File: src/drit_defs.vh
`ifndef DRIT_DEFS_VH
`define DRIT_DEFS_VH

// ----------------------------------------------------------------
// Register byte offsets
// ----------------------------------------------------------------
`define DRIT_OFS_CTRL_STAT 8'h00
`define DRIT_OFS_COUNTER 8'h04
`define DRIT_OFS_LIMIT 8'h08
`define DRIT_OFS_TALLY 8'h0C
`define DRIT_OFS_IRQ_STAT 8'h10
`define DRIT_OFS_IRQ_MASK 8'h14
`define DRIT_OFS_MEM_CTRL 8'h18

// ----------------------------------------------------------------
// Control/status field positions
// ----------------------------------------------------------------
`define DRIT_CS_MATCH_FLAG 7
`define DRIT_CS_MATCH_IE 6
`define DRIT_CS_CKSEL_HI 5
`define DRIT_CS_CKSEL_LO 3
`define DRIT_CS_OVF_FLAG 2
`define DRIT_CS_OVF_IE 1
`define DRIT_CS_LMT_SEL 0

// ----------------------------------------------------------------
// Memory control field positions
// ----------------------------------------------------------------
`define DRIT_MC_REFRESH_EN 0
`define DRIT_MC_CBR_MODE 1

// ----------------------------------------------------------------
// Event status bits
// ----------------------------------------------------------------
`define DRIT_EV_MATCH 0
`define DRIT_EV_OVF 1
`define DRIT_EV_REFRESH 2
`define DRIT_EV_WIDTH 3

// ----------------------------------------------------------------
// Write keys and limits
// ----------------------------------------------------------------
`define DRIT_KEY_BYTE 8'hA5
`define DRIT_KEY_TALLY 6'h29
`define DRIT_TALLY_LIMIT_LONG 11'h400
`define DRIT_TALLY_LIMIT_SHORT 11'h200

// ----------------------------------------------------------------
// Reset values
// ----------------------------------------------------------------
`define DRIT_RST_BYTE 8'h00
`define DRIT_RST_TALLY 10'h000
`define DRIT_RST_DIV 12'h000

`endif

File: src/drit_prescaler.v
`timescale 1ns/100ps
`include "drit_defs.vh"

module drit_prescaler (
  input wire pclk,
  input wire presetn,
  input wire hold,
  input wire [2:0] sel,
  output reg tick
);

  reg [11:0] div;

  // Low bits of the divider that must all be ones for the chosen ratio
  function [11:0] drit_div_mask;
    input [2:0] s;
    begin
      case (s)
        3'h1: drit_div_mask = 12'h003;
        3'h2: drit_div_mask = 12'h00F;
        3'h3: drit_div_mask = 12'h03F;
        3'h4: drit_div_mask = 12'h0FF;
        3'h5: drit_div_mask = 12'h3FF;
        3'h6: drit_div_mask = 12'h7FF;
        3'h7: drit_div_mask = 12'hFFF;
        default: drit_div_mask = 12'h000;
      endcase
    end
  endfunction

  always @(posedge pclk or negedge presetn) begin
    if (!presetn) begin
      div <= `DRIT_RST_DIV;
      tick <= 1'b0;
    end else if (hold) begin
      tick <= 1'b0;
    end else begin
      div <= div + 12'h001;
      // Zero select stops the count clock entirely
      tick <= (sel != 3'h0) &&
              ((div & drit_div_mask(sel)) == drit_div_mask(sel));
    end
  end

endmodule // drit_prescaler

File: src/drit_tally.v
`timescale 1ns/100ps
`include "drit_defs.vh"

module drit_tally (
  input wire pclk,
  input wire presetn,
  input wire inc,
  input wire limit_sel,
  input wire wr_en,
  input wire [9:0] wr_data,
  output reg [9:0] count,
  output reg ovf
);

  wire [10:0] next_count;
  wire [10:0] limit;

  assign next_count = {1'b0, count} + 11'h001;
  assign limit = limit_sel ? `DRIT_TALLY_LIMIT_SHORT : `DRIT_TALLY_LIMIT_LONG;

  always @(posedge pclk or negedge presetn) begin
    if (!presetn) begin
      count <= `DRIT_RST_TALLY;
      ovf <= 1'b0;
    end else begin
      ovf <= 1'b0;
      if (wr_en) begin
        // A software write wins over a coincident match count
        count <= wr_data;
      end else if (inc) begin
        if (next_count >= limit) begin
          count <= `DRIT_RST_TALLY;
          ovf <= 1'b1;
        end else begin
          count <= next_count[9:0];
        end
      end
    end
  end

endmodule // drit_tally

File: src/drit_refresh_timer.v
// The register offsets and register access over APB were chosen for this implementation.
`timescale 1ns/100ps
`include "drit_defs.vh"


module drit_refresh_timer (
  input wire pclk,
  input wire presetn,
  input wire psel,
  input wire penable,
  input wire pwrite,
  input wire [7:0] paddr,
  input wire [31:0] pwdata,
  input wire [3:0] pstrb,
  output reg [31:0] prdata,
  output reg pready,
  output reg pslverr,
  input wire standby,
  output reg refresh_req,
  output reg irq
);

  // ----------------------------------------------------------------
  // State
  // ----------------------------------------------------------------
  reg [7:0] refresh_interval_counter;
  reg [7:0] refresh_interval_limit;
  reg match_flag;
  reg match_irq_enable;
  reg [2:0] count_clock_select;
  reg tally_overflow_flag;
  reg overflow_irq_enable;
  reg tally_limit_select;
  reg refresh_enable_bit;
  reg cbr_mode;
  reg [`DRIT_EV_WIDTH-1:0] irq_status;
  reg [`DRIT_EV_WIDTH-1:0] irq_mask;
  reg standby_meta;
  reg standby_sync;

  wire tick;
  wire [9:0] refresh_tally;
  wire tally_ovf;

  // ----------------------------------------------------------------
  // Bus decode
  // ----------------------------------------------------------------
  wire access = psel && penable && pready;
  wire wr = access && pwrite;
  wire word_wr = wr && (pstrb[1:0] == 2'h3);
  wire key8_ok = pwdata[15:8] == `DRIT_KEY_BYTE;
  wire key6_ok = pwdata[15:10] == `DRIT_KEY_TALLY;
  wire mapped = (paddr == `DRIT_OFS_CTRL_STAT) || (paddr == `DRIT_OFS_COUNTER) ||
                (paddr == `DRIT_OFS_LIMIT) || (paddr == `DRIT_OFS_TALLY) ||
                (paddr == `DRIT_OFS_IRQ_STAT) || (paddr == `DRIT_OFS_IRQ_MASK) ||
                (paddr == `DRIT_OFS_MEM_CTRL);

  // Keyed writes to control/status, counter, limit and tally: wrong key or byte lanes leave the target untouched
  wire cs_wr = word_wr && key8_ok && (paddr == `DRIT_OFS_CTRL_STAT);
  wire cnt_wr = word_wr && key8_ok && (paddr == `DRIT_OFS_COUNTER);
  wire lim_wr = word_wr && key8_ok && (paddr == `DRIT_OFS_LIMIT);
  wire tal_wr = word_wr && key6_ok && (paddr == `DRIT_OFS_TALLY);
  wire ist_wr = wr && (paddr == `DRIT_OFS_IRQ_STAT);
  wire msk_wr = wr && (paddr == `DRIT_OFS_IRQ_MASK);
  wire mc_wr = wr && (paddr == `DRIT_OFS_MEM_CTRL);

  // ----------------------------------------------------------------
  // Count path
  // ----------------------------------------------------------------
  wire compare_eq = refresh_interval_counter == refresh_interval_limit;
  wire match_event = tick && compare_eq;
  wire refresh_event = match_event && refresh_enable_bit && cbr_mode;
  wire [`DRIT_EV_WIDTH-1:0] events = {refresh_event, tally_ovf, match_event};

  drit_prescaler u_prescaler (
    .pclk(pclk),
    .presetn(presetn),
    .hold(standby_sync),
    .sel(count_clock_select),
    .tick(tick)
  );

  drit_tally u_tally (
    .pclk(pclk),
    .presetn(presetn),
    .inc(match_event),
    .limit_sel(tally_limit_select),
    .wr_en(tal_wr),
    .wr_data(pwdata[9:0]),
    .count(refresh_tally),
    .ovf(tally_ovf)
  );

  // Standby is an asynchronous pin level
  always @(posedge pclk or negedge presetn) begin
    if (!presetn) begin
      standby_meta <= 1'b0;
      standby_sync <= 1'b0;
    end else begin
      standby_meta <= standby;
      standby_sync <= standby_meta;
    end
  end

  // Manual reset has no port: nothing here is disturbed by it
  always @(posedge pclk or negedge presetn) begin
    if (!presetn) begin
      refresh_interval_counter <= `DRIT_RST_BYTE;
      refresh_interval_limit <= `DRIT_RST_BYTE;
    end else begin
      if (cnt_wr) begin
        refresh_interval_counter <= pwdata[7:0];
      end else if (match_event) begin
        refresh_interval_counter <= `DRIT_RST_BYTE;
      end else if (tick) begin
        // Ticks stop in standby, so the count holds there
        refresh_interval_counter <= refresh_interval_counter + 8'h01;
      end
      if (lim_wr) begin
        refresh_interval_limit <= pwdata[7:0];
      end
    end
  end

  // ----------------------------------------------------------------
  // Control/status register
  // ----------------------------------------------------------------
  always @(posedge pclk or negedge presetn) begin
    if (!presetn) begin
      match_flag <= 1'b0;
      match_irq_enable <= 1'b0;
      count_clock_select <= 3'h0;
      tally_overflow_flag <= 1'b0;
      overflow_irq_enable <= 1'b0;
      tally_limit_select <= 1'b0;
    end else begin
      // Hardware set wins over a coincident zero write
      match_flag <= match_event ||
                    (match_flag && !(cs_wr && !pwdata[`DRIT_CS_MATCH_FLAG]));
      tally_overflow_flag <= tally_ovf ||
                    (tally_overflow_flag && !(cs_wr && !pwdata[`DRIT_CS_OVF_FLAG]));
      if (cs_wr) begin
        match_irq_enable <= pwdata[`DRIT_CS_MATCH_IE];
        count_clock_select <= pwdata[`DRIT_CS_CKSEL_HI:`DRIT_CS_CKSEL_LO];
        overflow_irq_enable <= pwdata[`DRIT_CS_OVF_IE];
        tally_limit_select <= pwdata[`DRIT_CS_LMT_SEL];
      end
    end
  end

  // ----------------------------------------------------------------
  // Memory control, event status, mask, outputs
  // ----------------------------------------------------------------
  always @(posedge pclk or negedge presetn) begin
    if (!presetn) begin
      refresh_enable_bit <= 1'b0;
      cbr_mode <= 1'b0;
      irq_status <= {`DRIT_EV_WIDTH{1'b0}};
      irq_mask <= {`DRIT_EV_WIDTH{1'b0}};
      refresh_req <= 1'b0;
      irq <= 1'b0;
    end else begin
      if (mc_wr) begin
        refresh_enable_bit <= pwdata[`DRIT_MC_REFRESH_EN];
        cbr_mode <= pwdata[`DRIT_MC_CBR_MODE];
      end
      if (msk_wr) begin
        irq_mask <= pwdata[`DRIT_EV_WIDTH-1:0];
      end
      // Write one to clear; a new event in the same cycle survives
      irq_status <= events |
                    (irq_status & ~(ist_wr ? pwdata[`DRIT_EV_WIDTH-1:0] :
                                    {`DRIT_EV_WIDTH{1'b0}}));
      refresh_req <= refresh_event;
      irq <= ((irq_status & irq_mask) != {`DRIT_EV_WIDTH{1'b0}}) ||
             (match_flag && match_irq_enable) ||
             (tally_overflow_flag && overflow_irq_enable);
    end
  end

  // ----------------------------------------------------------------
  // APB answer: one wait state, registered read data
  // ----------------------------------------------------------------
  always @(posedge pclk or negedge presetn) begin
    if (!presetn) begin
      pready <= 1'b0;
      pslverr <= 1'b0;
      prdata <= 32'h00000000;
    end else begin
      pready <= psel && penable && !pready;
      pslverr <= psel && penable && !pready && !mapped;
      prdata <= 32'h00000000;
      if (psel && penable && !pready && !pwrite) begin
        case (paddr)
          `DRIT_OFS_CTRL_STAT: prdata[7:0] <= {match_flag, match_irq_enable,
            count_clock_select, tally_overflow_flag, overflow_irq_enable,
            tally_limit_select};
          `DRIT_OFS_COUNTER: prdata[7:0] <= refresh_interval_counter;
          `DRIT_OFS_LIMIT: prdata[7:0] <= refresh_interval_limit;
          `DRIT_OFS_TALLY: prdata[9:0] <= refresh_tally;
          `DRIT_OFS_IRQ_STAT: prdata[`DRIT_EV_WIDTH-1:0] <= irq_status;
          `DRIT_OFS_IRQ_MASK: prdata[`DRIT_EV_WIDTH-1:0] <= irq_mask;
          `DRIT_OFS_MEM_CTRL: prdata[1:0] <= {cbr_mode, refresh_enable_bit};
          default: prdata <= 32'h00000000;
        endcase
      end
    end
  end

endmodule // drit_refresh_timer

File: config.mk
export PLATFORM = sky130hd
export DESIGN_NAME = drit_refresh_timer
export DESIGN_NICKNAME = d
export VERILOG_FILES = /design/src/drit_prescaler.v /design/src/drit_tally.v /design/src/drit_refresh_timer.v
export VERILOG_INCLUDE_DIRS = /design/src
export SDC_FILE = /design/constraint.sdc
export NUM_CORES = 1
export LEC_CHECK = 0
export BUFFER_PORTS_ARGS = -buffer_cell sky130_fd_sc_hd__clkbuf_2
export CORE_ASPECT_RATIO = 1.4
export CORE_MARGIN = 5
export CORE_UTILIZATION = 50
export DETAILED_ROUTE_END_ITERATION = 10
export GPL_ROUTABILITY_DRIVEN = 0
export MAX_ROUTING_LAYER = met4
export PLACE_DENSITY = 0.77
export SLEW_MARGIN = 5
export SYNTH_ARGS = -nofsm -noshare
export SYNTH_HDL_FRONTEND = slang
export SYNTH_SLANG_ARGS = --single-unit
File: constraint.sdc
create_clock -name pclk -period 2.3 [get_ports pclk]
set_input_delay 0.575 -clock pclk [delete_from_list [all_inputs] [get_ports pclk]]
set_output_delay 0.575 -clock pclk [all_outputs]
set_load 0.05 [all_outputs]
==> flow_summary.json <==
{
  "cp_top_family": "simple AND/OR/NAND/NOR gates",
  "async_reset_ff_share_pct": 100.0,
  "leakage_nw": 2.364,
  "end_kind": "flip-flop",
  "yosys.cell_types.count": 59,
  "critPathSlowestCell": "dfrtp_1",
  "avgSynthCellArea_um2": 10.08,
  "fin_ws_ns": -0.1546,
  "violations": "setup timing",
  "insertedDiodeCount": 0,
  "cts_buffers": 9,
  "wl_per_cell_um": 17.09,
  "met2WireLength_um": 5670,
  "reg2reg_to": "u_tally.count[8]",
  "cp_common_cell": "nand3_2",
  "dp_hpwl_um": 7725,
  "synth-edff-count": 0,
  "layout_min_cycle_time_ns": 2.455,
  "hold_buffers": 0,
  "routed_via_density": 5.828,
  "vias": 3497,
  "yosysTopAreaCell": "dfrtp_1",
  "clockBufferDepth": 2,
  "wl_met1_um": 3687,
  "clkTransAtPathRegs_ns": 0.08,
  "yosys_warnings": 0,
  "dp_slack_ns": -0.1884,
  "outcome": "complete, but fails checks",
  "worstSetupStartpointType": "flip-flop",
  "clkLatencyLatePin_ns": 0.35,
  "wl_met3_um": 543,
  "drv_cap": 0,
  "cts_tree": "yes",
  "initial_core_util_pct": 51.50,
  "design.die.area_um2": 10000,
  "worst_slew_pin_slew_ns": 0.5584,
  "fin_setup_tns_ns": -1.195,
  "finalCritPeriodShare_pct": 106.7,
  "peakVddDrop_uv": 455.9,
  "syn-cell-area_um2": 4040,
  "hold_viol_final": 0,
  "yosysSeqAreaShare_pct": 44.60,
  "fp-row-count": 38,
  "slowest_delay_ns": 0.38,
  "critical_path_class": "flip-flop to flip-flop",
  "power_density_nw_per_um2": 555.8,
  "timing.clock.skew_ns": 0.01156,
  "final_cells": 600,
  "required_ns": 2.53,
  "overflow": 0,
  "pin_count": 86,
  "netlist_top_cells_area": "dfrtp_1 (45%), mux2_2 (5.9%), buf_4 (4.5%), a22oi_1 (3.5%), xnor2_1 (3.5%)",
  "final_util_pct": 62.17,
  "drc": 0,
  "synth_flop_cell": "dfrtp_1",
  "holdWs_ns": 0.1673,
  "drt-total-wl_um": 10260,
  "layout_common_cells": "dfrtp_1 (72), buf_4 (51), clkbuf_2 (44)",
  "rsz0062_at_grt": "true",
  "fmax_mhz": 407.4,
  "final_common_cell": "dfrtp_1",
  "clkSinkCount": 72,
  "crit_fanout": 5,
  "netlist_instances": 401,
  "drive_above_1_share_pct": 31.40,
  "grt_pass1_wl_um": 16850,
  "first_pass_iters": 5,
  "port_buffers": 45,
  "r2r_slack_ns": -0.15,
  "place_inst": 574,
  "rr_worst_depth": 12,
  "synth_top_area_share_pct": 44.60,
  "die_w_um": 85.97,
  "grt_pass1_vias": 3670,
  "htree_levels": 3,
  "first_iter_violations": 250,
  "nNetsFinal": 550,
  "area_growth_pct": 20.72,
  "grt_usage_pct": 22.37,
  "ant_nets": 0,
  "slew_viol_final": 0,
  "maxUsedRoutingLayer": "met4",
  "root_buffer": "clkbuf_8",
  "hold_path_class": "input pin to async pin",
  "die_h_um": 116.4,
  "max-slew-margin-rel_pct": 62.43,
  "core_um2": 7845,
  "grt_max_degree": 46,
  "critical_path.cell_chain": "nand3_2, nor2_4, nand3_2, nor2_2, xor2_1, inv_1, ha_1, nand4_1, a211oi_4, nor4_4, buf_4, a221o_1",
  "arrival_ns": 2.69,
  "antenna_found_initial": 0,
  "cp_num_buf_inv": 2,
  "setup_viol": 11,
  "ys_ff_latch": 72,
  "r2r_start": "u_tally.count[2]"
}
-- flip-flops by register name (all words and copies together) (netlist names) --
signal	count
prdata	10
u_tally.count	10
count_clock_select	3
tally_overflow_flag	1
irq	1
match_flag	1
refresh_interval_counter	8
u_prescaler.div	12
pready	1
tally_limit_select	1
standby_meta	1
irq_mask	3
match_irq_enable	1
cbr_mode	1
overflow_irq_enable	1
refresh_enable_bit	1
u_tally.ovf	1
refresh_req	1
irq_status	3
u_prescaler.tick	1
pslverr	1
refresh_interval_limit	8
standby_sync	1
-- Yosys cell counts (3+ instances only) --
cell type  number
a21o_1          7
a21oi_1        19
a221o_1         7
a221oi_1        3
a22oi_1        19
a31oi_1         3
and3_1         12
buf_2           3
buf_4          24
clkbuf_1        4
clkbuf_2        3
dfrtp_1        72
ha_1            5
inv_1           7
mux2_2         21
mux2i_1         5
nand2_1        31
nand2_4         3
nand2b_1        3
nand3_1        21
nand4_1         5
nor2_1         32
nor2b_1         3
nor3_1         12
nor4_1          3
o21ai_0        14
xnor2_1        16
xor2_1          5
-- logic make-up (layout without fill, tap and decap cells) --
group | after synthesis | in the layout | share of synthesized area [%]
other | 1 | 22 | 0.09282
AOI/OAI and AO/OA | 84 | 84 | 14.31
DFF | 72 | 72 | 44.60
xor gates and xnor gates | 21 | 21 | 4.552
muxes | 26 | 26 | 7.092
and+or+nand+nor | 150 | 150 | 21.24
buffers and inverters | 42 | 120 | 6.565
adders and majority gates | 5 | 5 | 1.548
-- area by class of cell --
class,count,area [um^2]
Clock inverter,2,37.54
Sequential cell,72,1802
Timing Repair Buffer,97,628.1
Fill cell,654,2968
Clock buffer,14,162.7
Multi-Input combinational cell,308,2096
Inverter,7,26.28
Tap cell,100,125.1
-- through the flow --
step | total power, mW | instance area, um^2
after floorplan | 1.643 | 4126
after global placement | 1.712 | 4566
after detailed placement | 1.729 | 4566
after CTS | 2.736 | 4862
after global routing | 2.836 | 4877
final | 2.711 | 4877
-- worst max-delay path by stage --
stage / depth (start not counted) / startpoint / slack (ns) / end
finish: 12 / u_tally.count[2] / -0.15 / u_tally.count[8]
global placement: 8 / u_tally.count[0] / -0.1 / u_tally.count[3]
global route: 12 / u_tally.count[0] / -0.24 / u_tally.count[8]
CTS: 12 / u_tally.count[0] / -0.13 / u_tally.count[8]
detailed placement: 12 / u_tally.count[0] / -0.19 / u_tally.ovf
floorplan: 11 / u_tally.count[2] / 0.002 / u_tally.count[8]
-- routing by layer --
metal | vias to the layer above | track usage (%)
met5 | - | -
met2 | 142 | 40.25
met3 | 36 | 5.222
met1 | 1709 | 22.11
met4 | 0 | 11.93
li1 | 1610 | -
-- what timing repair did --
item | in CTS | in global routing
pin swaps | 11 | 2
resized for setup | 8 | 3
buffers inserted | 9 | 3
setup endpoints to repair | 11 | 11
-- worst register-to-register path, cell delays in order (launching register included) --
cell	delay, ns
dfrtp_1	0.38
nand3_2	0.12
nor2_4	0.11
nand3_2	0.09
nor2_2	0.10
xor2_1	0.22
inv_1	0.10
ha_1	0.29
nand4_1	0.13
a211oi_4	0.26
nor4_4	0.08
buf_4	0.16
a221o_1	0.30
-- where the power goes --
group          total, mW  internal, mW  switching (mW)
sequential          1.39          1.33          0.0573
clock               1.01         0.562           0.446
combinational      0.318         0.104           0.213
total               2.71          1.99           0.717
(Power assumes the default switching activity.)
